**src/ddbc_pkg.sv**
```systemverilog
// Package of constants and types for the dual converter control block
package ddbc_pkg;
  // ==========================================================================
  // Command word layout
  localparam int unsigned WORD_BITS    = 16;
  localparam int unsigned CNT_W        = 5;
  localparam int unsigned POS_CHAN     = 15;
  localparam int unsigned POS_BUF      = 14;
  localparam int unsigned POS_MODE_HI  = 13;
  localparam int unsigned POS_MODE_LO  = 12;
  localparam int unsigned POS_DATA_MSB = 11;
  localparam int unsigned DATA_W       = 12;
  // ==========================================================================
  // Power modes
  typedef enum logic [1:0] {
    DDBC_MODE_NORMAL = 2'h0,
    DDBC_MODE_PD_1K  = 2'h1,
    DDBC_MODE_PD_100K = 2'h2,
    DDBC_MODE_PD_HIZ = 2'h3
  } ddbc_mode_t;
  // ==========================================================================
  // Reset values
  localparam logic [DATA_W-1:0] RST_CODE = 12'h000;
  localparam logic              RST_BUF  = 1'b0;
  // ==========================================================================
  // Power-up recovery times in ns and clock period
  localparam int unsigned CLK_PERIOD_NS  = 25;
  localparam int unsigned WAKE_5V_NS     = 2500;
  localparam int unsigned WAKE_3V_NS     = 5000;
  localparam int unsigned WAKE_5V_CYC    = (WAKE_5V_NS + CLK_PERIOD_NS - 1) / CLK_PERIOD_NS;
  localparam int unsigned WAKE_3V_CYC    = (WAKE_3V_NS + CLK_PERIOD_NS - 1) / CLK_PERIOD_NS;
  localparam int unsigned WAKE_W         = 8;
  localparam int unsigned FIFO_DEPTH     = 4;
endpackage : ddbc_pkg

```
**src/ddbc_top.sv**
```systemverilog
// Dual converter double-buffer control: serial receiver, registers, power modes
//
// Overview of operation
// - After sixteen bits, serial clock and data buffers turn off until frame falls.
// - A completed word loads the input register of the addressed channel.
// - Load strobe high: converter registers hold; input registers may change.
// - Load strobe low: converter register follows its input register.
// - Host writes both inputs then pulses load once; both update together.
// - A channel updates only if its input was written since last update.
// - Mode bits 13 and 12 set the mode of the addressed channel only.
// - Modes: 00 normal, 01 1k to ground, 10 100k, 11 high impedance.
// - Power-down disconnects output, adds termination, stops bias and amplifier.
// - Power-down leaves input and converter register contents unchanged.
// - Wake from power-down takes 2.5 us at 5 V, 5 us at 3 V.
// - Each data bit is sampled on the falling serial clock edge.
// - Bit 15 channel, bit 14 buffered reference, bits 13-12 mode, then code MSB first.
// - Exactly sixteen bits per frame; extra clocks ignored until frame re-falls.
// - Frame rising before sixteenth falling edge aborts; inputs unchanged.
// - Reset clears registers, normal mode, unbuffered reference.
`timescale 1ns/100ps
module ddbc_top
  import ddbc_pkg::*;
#(
  parameter int unsigned CODE_W = ddbc_pkg::DATA_W
) (
  // Clock, reset and clock enable
  input  wire logic              CLK_I,
  input  wire logic              RST_N_I,
  input  wire logic              CE_I,
  // Serial link pins
  input  wire logic              SCLK_I,
  input  wire logic              SDIN_I,
  input  wire logic              FRAME_N_I,
  input  wire logic              LOAD_STROBE_N_I,
  // Supply selection for wake timing: 1 means low supply
  input  wire logic              LOW_SUPPLY_I,
  // Channel A state
  output logic [CODE_W-1:0]      CODE_A_O,
  output logic                   BUF_A_O,
  output ddbc_pkg::ddbc_mode_t   MODE_A_O,
  output logic                   AMP_ON_A_O,
  output logic                   OUT_READY_A_O,
  output logic [CODE_W-1:0]      INPUT_A_O,
  // Channel B state
  output logic [CODE_W-1:0]      CODE_B_O,
  output logic                   BUF_B_O,
  output ddbc_pkg::ddbc_mode_t   MODE_B_O,
  output logic                   AMP_ON_B_O,
  output logic                   OUT_READY_B_O,
  output logic [CODE_W-1:0]      INPUT_B_O,
  // Serial input buffer enable
  output logic                   LINK_BUF_EN_O
);
  import ddbc_pkg::*;

  // ==========================================================================
  // Pin synchronisers
  logic [1:0] sclk_s_q;
  logic [1:0] sdin_s_q;
  logic [1:0] frame_s_q;
  logic [1:0] load_s_q;
  logic [1:0] low_s_q;
  logic       sclk_prev_q;
  logic       frame_prev_q;

  always_ff @(posedge CLK_I) begin
    if (!RST_N_I) begin
      sclk_s_q  <= 2'h0;
      sdin_s_q  <= 2'h0;
      frame_s_q <= 2'h3;
      load_s_q  <= 2'h3;
      low_s_q   <= 2'h0;
    end else if (CE_I) begin
      sclk_s_q  <= {sclk_s_q[0], SCLK_I};
      sdin_s_q  <= {sdin_s_q[0], SDIN_I};
      frame_s_q <= {frame_s_q[0], FRAME_N_I};
      load_s_q  <= {load_s_q[0], LOAD_STROBE_N_I};
      low_s_q   <= {low_s_q[0], LOW_SUPPLY_I};
    end
  end

  logic sclk_s;
  logic sdin_s;
  logic frame_n_s;
  logic load_n_s;
  assign sclk_s    = sclk_s_q[1];
  assign sdin_s    = sdin_s_q[1];
  assign frame_n_s = frame_s_q[1];
  assign load_n_s  = load_s_q[1];

  always_ff @(posedge CLK_I) begin
    if (!RST_N_I) begin
      sclk_prev_q  <= 1'b0;
      frame_prev_q <= 1'b1;
    end else if (CE_I) begin
      sclk_prev_q  <= sclk_s;
      frame_prev_q <= frame_n_s;
    end
  end

  logic sclk_fall;
  logic frame_fall;
  assign sclk_fall  = sclk_prev_q && !sclk_s;
  assign frame_fall = frame_prev_q && !frame_n_s;

  // ==========================================================================
  // Serial receiver
  typedef enum logic [2:0] {
    RX_IDLE = 3'b001,
    RX_SHIFT = 3'b010,
    RX_DONE = 3'b100
  } ddbc_rx_t;

  ddbc_rx_t              rx_q;
  logic [WORD_BITS-1:0]  shift_q;
  logic [CNT_W-1:0]      bits_q;
  logic                  word_valid_q;
  logic                  fifo_in_ready;

  always_ff @(posedge CLK_I) begin
    if (!RST_N_I) begin
      rx_q         <= RX_IDLE;
      shift_q      <= '0;
      bits_q       <= '0;
      word_valid_q <= 1'b0;
    end else if (CE_I) begin
      if (word_valid_q && fifo_in_ready) begin
        word_valid_q <= 1'b0;
      end
      case (rx_q)
        RX_IDLE: begin
          if (frame_fall) begin
            rx_q   <= RX_SHIFT;
            bits_q <= '0;
          end
        end
        RX_SHIFT: begin
          if (frame_n_s) begin
            rx_q <= RX_IDLE;
          end else if (sclk_fall) begin
            shift_q <= {shift_q[WORD_BITS-2:0], sdin_s};
            if (bits_q == CNT_W'(WORD_BITS - 1)) begin
              rx_q         <= RX_DONE;
              word_valid_q <= 1'b1;
            end
            bits_q <= CNT_W'(bits_q + 1'b1);
          end
        end
        RX_DONE: begin
          if (frame_fall) begin
            rx_q   <= RX_SHIFT;
            bits_q <= '0;
          end
        end
        default: rx_q <= RX_IDLE;
      endcase
    end
  end

  always_ff @(posedge CLK_I) begin
    if (!RST_N_I) begin
      LINK_BUF_EN_O <= 1'b1;
    end else if (CE_I) begin
      if (rx_q == RX_SHIFT && sclk_fall && bits_q == CNT_W'(WORD_BITS - 1)) begin
        LINK_BUF_EN_O <= 1'b0;
      end else if (frame_fall) begin
        LINK_BUF_EN_O <= 1'b1;
      end
    end
  end

  // ==========================================================================
  // Word FIFO
  logic                 fifo_out_valid;
  logic [WORD_BITS-1:0] fifo_out_data;

  ddbc_fifo #(
    .WIDTH (WORD_BITS),
    .DEPTH (FIFO_DEPTH)
  ) u_fifo (
    .clk_i       (CLK_I),
    .rst_n_i     (RST_N_I),
    .ce_i        (CE_I),
    .in_valid_i  (word_valid_q),
    .in_ready_o  (fifo_in_ready),
    .in_data_i   (shift_q),
    .out_valid_o (fifo_out_valid),
    .out_ready_i (1'b1),
    .out_data_o  (fifo_out_data)
  );

  // ==========================================================================
  // Input registers, mode and reference bits per channel
  logic [1:0]        wr_en;
  logic [CODE_W-1:0] in_code_q [2];
  logic [1:0]        buf_q;
  ddbc_mode_t        mode_q [2];
  logic [1:0]        written_q;
  logic [1:0]        load_en;
  logic [CODE_W-1:0] dac_q [2];
  logic [CODE_W-1:0] word_code;

  assign word_code = fifo_out_data[POS_DATA_MSB -: CODE_W];
  assign wr_en[0]  = fifo_out_valid && !fifo_out_data[POS_CHAN];
  assign wr_en[1]  = fifo_out_valid &&  fifo_out_data[POS_CHAN];

  always_ff @(posedge CLK_I) begin
    if (!RST_N_I) begin
      for (int c = 0; c < 2; c++) begin
        in_code_q[c] <= RST_CODE;
        mode_q[c]    <= DDBC_MODE_NORMAL;
      end
      buf_q <= {2{RST_BUF}};
    end else if (CE_I) begin
      for (int c = 0; c < 2; c++) begin
        if (wr_en[c]) begin
          in_code_q[c] <= word_code;
          buf_q[c]     <= fifo_out_data[POS_BUF];
          mode_q[c]    <= ddbc_mode_t'(fifo_out_data[POS_MODE_HI:POS_MODE_LO]);
        end
      end
    end
  end

  // ==========================================================================
  // Converter registers and written-since-update flags
  assign load_en = written_q & {2{!load_n_s}};

  always_ff @(posedge CLK_I) begin
    if (!RST_N_I) begin
      written_q <= 2'h0;
      for (int c = 0; c < 2; c++) begin
        dac_q[c] <= RST_CODE;
      end
    end else if (CE_I) begin
      for (int c = 0; c < 2; c++) begin
        if (load_en[c]) begin
          dac_q[c] <= in_code_q[c];
        end
        // A write arriving with a load wins, so it is not lost
        if (wr_en[c]) begin
          written_q[c] <= 1'b1;
        end else if (load_en[c]) begin
          written_q[c] <= 1'b0;
        end
      end
    end
  end

  // ==========================================================================
  // Power control and wake timing
  logic [WAKE_W-1:0] wake_q [2];
  logic [WAKE_W-1:0] wake_len;
  assign wake_len = low_s_q[1] ? WAKE_W'(WAKE_3V_CYC) : WAKE_W'(WAKE_5V_CYC);

  always_ff @(posedge CLK_I) begin
    if (!RST_N_I) begin
      for (int c = 0; c < 2; c++) begin
        wake_q[c] <= '0;
      end
    end else if (CE_I) begin
      for (int c = 0; c < 2; c++) begin
        if (mode_q[c] != DDBC_MODE_NORMAL) begin
          wake_q[c] <= wake_len;
        end else if (wake_q[c] != '0) begin
          wake_q[c] <= WAKE_W'(wake_q[c] - 1'b1);
        end
      end
    end
  end

  // ==========================================================================
  // Registered outputs
  always_ff @(posedge CLK_I) begin
    if (!RST_N_I) begin
      CODE_A_O      <= RST_CODE;
      CODE_B_O      <= RST_CODE;
      INPUT_A_O     <= RST_CODE;
      INPUT_B_O     <= RST_CODE;
      BUF_A_O       <= RST_BUF;
      BUF_B_O       <= RST_BUF;
      MODE_A_O      <= DDBC_MODE_NORMAL;
      MODE_B_O      <= DDBC_MODE_NORMAL;
      AMP_ON_A_O    <= 1'b1;
      AMP_ON_B_O    <= 1'b1;
      OUT_READY_A_O <= 1'b1;
      OUT_READY_B_O <= 1'b1;
    end else if (CE_I) begin
      CODE_A_O      <= dac_q[0];
      CODE_B_O      <= dac_q[1];
      INPUT_A_O     <= in_code_q[0];
      INPUT_B_O     <= in_code_q[1];
      BUF_A_O       <= buf_q[0];
      BUF_B_O       <= buf_q[1];
      MODE_A_O      <= mode_q[0];
      MODE_B_O      <= mode_q[1];
      AMP_ON_A_O    <= (mode_q[0] == DDBC_MODE_NORMAL);
      AMP_ON_B_O    <= (mode_q[1] == DDBC_MODE_NORMAL);
      OUT_READY_A_O <= (mode_q[0] == DDBC_MODE_NORMAL) && (wake_q[0] == '0);
      OUT_READY_B_O <= (mode_q[1] == DDBC_MODE_NORMAL) && (wake_q[1] == '0);
    end
  end
endmodule : ddbc_top

```
**src/ddbc_fifo.sv**
```systemverilog
// Small word FIFO between the serial receiver and the input registers
`timescale 1ns/100ps
module ddbc_fifo #(
  parameter int unsigned WIDTH = 16,
  parameter int unsigned DEPTH = 4
) (
  // Clock and reset
  input  wire logic             clk_i,
  input  wire logic             rst_n_i,
  input  wire logic             ce_i,
  // Write side
  input  wire logic             in_valid_i,
  output logic                  in_ready_o,
  input  wire logic [WIDTH-1:0] in_data_i,
  // Read side
  output logic                  out_valid_o,
  input  wire logic             out_ready_i,
  output logic      [WIDTH-1:0] out_data_o
);
  localparam int unsigned AW = (DEPTH > 1) ? $clog2(DEPTH) : 1;
  logic [WIDTH-1:0] mem_q [DEPTH];
  logic [AW-1:0]    wr_q;
  logic [AW-1:0]    rd_q;
  logic [AW:0]      cnt_q;
  logic             push;
  logic             pop;

  function automatic logic [AW-1:0] ptr_inc(input logic [AW-1:0] p);
    ptr_inc = (p == AW'(DEPTH - 1)) ? '0 : AW'(p + 1'b1);
  endfunction : ptr_inc

  assign in_ready_o  = (cnt_q != (AW+1)'(DEPTH));
  assign out_valid_o = (cnt_q != '0);
  assign out_data_o  = mem_q[rd_q];
  assign push        = in_valid_i && in_ready_o;
  assign pop         = out_valid_o && out_ready_i;

  always_ff @(posedge clk_i) begin
    if (ce_i && push) begin
      mem_q[wr_q] <= in_data_i;
    end
  end

  always_ff @(posedge clk_i) begin
    if (!rst_n_i) begin
      wr_q  <= '0;
      rd_q  <= '0;
      cnt_q <= '0;
    end else if (ce_i) begin
      if (push) begin
        wr_q <= ptr_inc(wr_q);
      end
      if (pop) begin
        rd_q <= ptr_inc(rd_q);
      end
      cnt_q <= AW'(0) + cnt_q + (AW+1)'(push) - (AW+1)'(pop);
    end
  end
endmodule : ddbc_fifo

```
**config.mk**
```make
export PLATFORM = sky130hd
export DESIGN_NAME = ddbc_top
export DESIGN_NICKNAME = d
export VERILOG_FILES = /design/src/ddbc_pkg.sv /design/src/ddbc_top.sv /design/src/ddbc_fifo.sv
export SDC_FILE = /design/constraint.sdc
export NUM_CORES = 1
export LEC_CHECK = 0
export BUFFER_PORTS_ARGS = -buffer_cell sky130_fd_sc_hd__buf_2
export CORE_ASPECT_RATIO = 0.5
export CORE_MARGIN = 5
export CORE_UTILIZATION = 25
export DETAILED_ROUTE_END_ITERATION = 8
export PLACE_DENSITY = 0.43
export SLEW_MARGIN = 20
export SYNTH_ARGS = -nofsm -noshare
export SYNTH_HDL_FRONTEND = slang
export SYNTH_SLANG_ARGS = --single-unit
```
**constraint.sdc**
```tcl
create_clock -name CLK_I -period 2.95 [get_ports CLK_I]
set_input_delay 0.4425 -clock CLK_I [delete_from_list [all_inputs] [get_ports CLK_I]]
set_output_delay 0.4425 -clock CLK_I [all_outputs]
set_load 0.005 [all_outputs]
```
[After elaboration in Yosys (flattened, before gate mapping)]
Memory sizes are Yosys's and may differ from the RTL's. A register that Yosys moved wholly into a read port is not among the register bits.
Cells that the tools add are included.
Cells by class
  reduce and logical (&&, ||, !) cells: 40
  mux-type cells: 72
  bitwise gates (word level): 12
  equal/unequal tests: 12
  $add $sub $neg: 7
Operators by type and width (number)
  $mux W1: 48
  $mux W12: 4
  $mux W8: 5
  $logic_not A8 Y1: 2
  $reduce_bool A8 Y1: 2
  $sub A8 B1 Y8 const B: 2
  $mux W5: 3
  $reduce_and A2 Y1: 7
  $mux W2: 6
  $mux W3: 4
  $reduce_bool A2 Y1: 6
  $logic_and A1 B1 Y1: 10
  $or A1 B1 Y1: 10
  $pmux W5 S2: 1
  $ne A3 B3 Y1 const B: 3
  $reduce_and A4 Y1: 2
  $logic_not A1 Y1: 6
  $pmux W3 S2: 1
  $add A5 B1 Y5 const B: 1
  $eq A5 B4 Y1 const B: 1
  $reduce_and A5 Y1: 1
  $add A2 B1 Y2 const B: 2
  $eq A2 B2 Y1 const B: 2
  $logic_not A2 Y1: 2
  11 further kinds: 12
Word-level totals
  register bits: 83
  bits in writable memories: 132
  word-level logic and storage cells: 177
  memories kept: 5
  input port bits: 8
Memories
  u_fifo.mem_q: words 4, bits a word 16, read ports 1, clocked after memory_dff 1, wr ports 1, RTL line ddbc_fifo.sv:21  | logic [WIDTH-1:0] mem_q [DEPTH];
  dac_q: words 2, bits a word 12, read ports 2, clocked after memory_dff 2, wr ports 2, RTL line ddbc_top.sv:200  | logic [CODE_W-1:0] dac_q [2];
  in_code_q: words 2, bits a word 12, read ports 2, clocked after memory_dff 0, wr ports 2, RTL line ddbc_top.sv:195  | logic [CODE_W-1:0] in_code_q [2];
  wake_q: words 2, bits a word 8, read ports 2, clocked after memory_dff 0, wr ports 2, RTL line ddbc_top.sv:252  | logic [WAKE_W-1:0] wake_q [2];
  mode_q: words 2, bits a word 2, read ports 2, clocked after memory_dff 0, wr ports 2, RTL line ddbc_top.sv:197  | ddbc_mode_t mode_q [2];

[Depth between registers and ports, before layout]
An unclocked memory read counts as a cell.
  word-level depth: 8
  gate-level depth with buffers: 9
  mapped depth without buffers: 9

[Cells and area by module]
From an unflattened synthesis, not the netlist that was laid out.
Unflattened totals
  cells, all modules: 712
  area, all modules: 9303.9 sq um
Modules (own cells, without submodules)
  ddbc_top: instances 1, seq. area each 4043.9 sq um, cells an instance 572, area each 6477.5 sq um
  ddbc_fifo: instances 1, seq. area each 2102.0 sq um, cells an instance 140, area each 2826.5 sq um

[Least setup slack after synthesis]
No wires, ideal clock.
  path type: register -> register
  start: register u_fifo.cnt_q[2]
  end: register u_fifo.cnt_q[2]
  cell stages (with the launch flop): 10
  data required time: 2822 ps
  path slack: 848 ps
  path buffers: 0
  data arrival time: 1975 ps
  setup time: 128 ps
  cell sequence: dfxtp_1 > or3_1 > ha_1 > inv_1 > ha_1 > fa_1 > xor2_1 > nor2_1 > xnor2_1 > nor2_1
On the way
  word-level cells in the longest chain between the ends: 4
  elaborated cells on any way between the ends: 5
  classes of those cells: add/sub: 2; eq/ne: 1; reduce/logical: 2
RTL lines
  start: declaration: RTL line ddbc_fifo.sv:24  | logic [AW:0] cnt_q;
  start signal: assignment: RTL line ddbc_fifo.sv:56  | cnt_q <= AW'(0) + cnt_q + (AW+1)'(push) - (AW+1)'(pop);
  $ne A3 B3 Y1: RTL line ddbc_fifo.sv:32  | assign in_ready_o = (cnt_q != (AW+1)'(DEPTH));
  $logic_and A1 B1 Y1: RTL line ddbc_fifo.sv:35  | assign push = in_valid_i && in_ready_o;
  $add A3 B1 Y3: RTL line ddbc_fifo.sv:56
  $sub A3 B1 Y3 *: RTL line ddbc_fifo.sv:56
Mark *: on every way between the ends. The rest lies on a longest branch, timed or not.
A chain may end at the register's enable or synchronous reset.

==> flow_metrics.env <==
export IMPL_clock_latency_ps=530
export IMPL_first_pass_iters=4
export IMPL_synthDistinctLibCells=60
export IMPL_cp_slowest_cell="or4_4"
export IMPL_wl_mm=20.7
export IMPL_initial_core_util_pct=25.2
export IMPL_p_leak_nw=4.41
export IMPL_cpPeakStageDelay_ps=600
export IMPL_worstReg2RegEnd="wake_q[1][6]$_DFFE_PP_"
export IMPL_drc=0
export IMPL_ys_ff_latch=241
export IMPL_vias=5415
export IMPL_tritoncts="built"
export IMPL_critPathMaxFanout=12
export IMPL_areaGrowthSynthToFinish_pct=18.4
export IMPL_dieArea_sq_mm=0.0415
export IMPL_finalClockSkew_ps=8.79
export IMPL_cp_end_kind="flop"
export IMPL_first_global_vias=5520
export IMPL_io_pins=67
export IMPL_synth_cells=712
export IMPL_syn_nets=733
export IMPL_min_from="FRAME_N_I"
export IMPL_synth_top_area_share_pct=42.5
export IMPL_clock_sinks=241
export IMPL_yosysWarnings=0
export IMPL_rr_worst_depth=3
export IMPL_cts_resized_gates=0
export IMPL_slew_viol_final=0
export IMPL_antenna_found_initial=0
export IMPL_diodes=0
export IMPL_critPathLaunchType="flop"
export IMPL_ctsRootBufferMaster="clkbuf_16"
export IMPL_seq_area_frac_synth_pct=65.8
export IMPL_drt_iter0_markers=179
export IMPL_fmax_ghz=0.414
export IMPL_min_period_ps=2410
export IMPL_r2r_slack_ps=540
export IMPL_clockBufferDepth=3
export IMPL_async_flop_share_pct=0
export IMPL_drive_gt1_share_pct=18.9
export IMPL_holdPathStages=3
export IMPL_chipHeight_um=147
export IMPL_hold_class="in2reg"
export IMPL_synthFlopType="edfxtp_1"
export IMPL_grt_pass1_wl_mm=32.6
export IMPL_cap_violations=0
export IMPL_nets=806
export IMPL_fillCellCount=3773
export IMPL_rows=50
export IMPL_synth_area_sq_mm=0.00933
export IMPL_critical_path_class="reg2reg"
export IMPL_cts_made_buffers=25
export IMPL_numPortBuffers=66
export IMPL_fin_crit_sh_pct=81.8
export IMPL_synth_edf_count=132
export IMPL_grt_max_degree=61
export IMPL_avgSynthCellArea_sq_um=13.1
export IMPL_cts_setup_buffers=0
export IMPL_worst_pin_slew_ps=637
export IMPL_utilization_pct=29.8
export IMPL_grtUsageTotal_pct=9.77
export IMPL_ys_top_cells_by_area="edfxtp_1, dfxtp_1, mux2i_1, mux4_2, nor2_1"
export IMPL_setup_viol=0
export IMPL_hold_end="frame_s_q[0]$_SDFFE_PN1P_"
export IMPL_finalSetupTns_ps=0
export IMPL_cp_required_ps=3110
export IMPL_status="complete, no violations"
export IMPL_crit_chain="or4_4, o311ai_4, nand3_1"
export IMPL_gp_congestion=0.750
export IMPL_r2r_start="wake_q[1][2]$_DFFE_PP_"
export IMPL_arrival_ps=2580
export IMPL_hold_violations=0
export IMPL_globalRouteOverflowTotal=0
export IMPL_max_slew_margin_pct=57.4
export IMPL_htreeDepth=1
export IMPL_rsz0062_at_grt="no"
export IMPL_vdd_drop_max_mv=0.353
export IMPL_holdBufCountCts=0
export IMPL_wl_per_cell_um=16.0
export IMPL_clk_pin_slew_ps=60
export IMPL_via_per_inst=4.18
export IMPL_dp_hpwl_mm=13.8
export IMPL_ant_nets=0
export IMPL_power_density_mw_per_mm2=695
export IMPL_core_sq_mm=0.0371
export IMPL_yosys_area_top_type="edfxtp_1"
export IMPL_die_width_um=283
[area by class of cell]
type                    count  area (sq um)  share of cell area, %
clock buffers              34           679                   6.15
clock inverters            11           130                   1.18
inverters                  14          52.6                  0.476
multi-input cells         421          2960                   26.8
flip-flops and latches    241          6150                   55.6
well taps                 494           618                   5.60
repair buffers             82           465                   4.21
[worst max-delay path by stage]
stage                                            start  cells past startpoint                            to
after floorplan           u_fifo.cnt_q[2]$_SDFFE_PN0P_                      9  u_fifo.cnt_q[2]$_SDFFE_PN0P_
after global placement          wake_q[1][2]$_DFFE_PP_                      3    wake_q[1][4]$_SDFFCE_PN0P_
after detailed placement        wake_q[1][2]$_DFFE_PP_                      3        wake_q[1][5]$_DFFE_PP_
after CTS                       wake_q[1][2]$_DFFE_PP_                      3        wake_q[1][2]$_DFFE_PP_
after global routing            wake_q[1][2]$_DFFE_PP_                      3        wake_q[1][2]$_DFFE_PP_
final                           wake_q[1][2]$_DFFE_PP_                      3        wake_q[1][6]$_DFFE_PP_
[cell usage after synthesis (5+ instances only)]
| cell type | n |
|---|---|
| dfxtp_1 | 109 |
| o21ai_0 | 9 |
| buf_2 | 12 |
| a21oi_1 | 29 |
| and2_1 | 30 |
| clkbuf_1 | 18 |
| ha_1 | 12 |
| mux4_2 | 16 |
| xnor2_1 | 10 |
| edfxtp_1 | 132 |
| mux2i_1 | 70 |
| nand2_1 | 67 |
| nor3_1 | 6 |
| nor2_1 | 88 |
| and3_1 | 16 |
| o22ai_1 | 5 |
| inv_1 | 12 |
[worst max-delay path: cells and delay by family (launching register included)]
family          cells  cell delay [ps]
flops               1              460
simple gates        2             1030
compound gates      1              570
[logic make-up (layout without fill, tap and decap cells)]
logic type      count (synthesis)  after routing  synth area share (%)
simple gates                  246            246                  12.9
xor+xnor                       14             14                  1.31
compound gates                 62             62                  4.28
fa+ha+maj                      13             13                  1.82
flops                         241            241                  65.8
mux                            86             86                  11.4
buf+inv                        50            141                  2.49
[where the power goes]
part	leakage, nW	switching (mW)	internal, mW
combinational	1.66	0.386	0.293
clock	0.403	1.29	1.87
sequential	2.35	0.132	3.71
[cells in the final DEF (no fill, tap or decap), types with 4 or more instances in the layout]
cell type,n
and3_1,16
and2_1,30
nand2_1,67
nand3b_1,4
clkinv_2,6
clkbuf_16,25
inv_1,12
ha_1,12
buf_2,65
xnor2_1,10
clkbuf_1,7
dfxtp_1,109
xor2_1,4
nand2b_1,4
edfxtp_1,132
nand3_1,4
o22ai_1,5
o21ai_0,9
buf_4,16
mux4_2,16
a21oi_1,29
nor3_1,6
nor2_1,88
mux2i_1,70
[sequential cells by signal, summed over array words and instances, names as in the netlist, 4 cells and up, named ones only]
signal and count:
CODE_B_O 12, INPUT_B_O 12, dac_q 24, shift_q 16, mode_q 4, INPUT_A_O 12
CODE_A_O 12, bits_q 5, in_code_q 24, u_fifo.mem_q 64, wake_q 16
[per-stage QoR]
step	setup WS [ps]	hold WS, ps	power [mW]	cells	area, sq um
5_1_grt	423	130	8.02	1297	11000
3_3_place_gp	629	454	4.60	1252	10200
4_1_cts	537	102	7.81	1297	11000
3_5_place_dp	547	465	4.60	1252	10200
6_report	536	134	7.68	1297	11000
2_1_floorplan	848	431	4.37	712	9330
[layer usage]
metal	global-route usage, %	up-vias	part of all wire, %
li1	-	2682	-
met1	13.3	2654	48
met2	16.3	50	47
met3	1.79	29	2.5
met4	2.19	0	2.0
met5	0	-	0
Note: power is estimated with default switching activity, not from simulation.
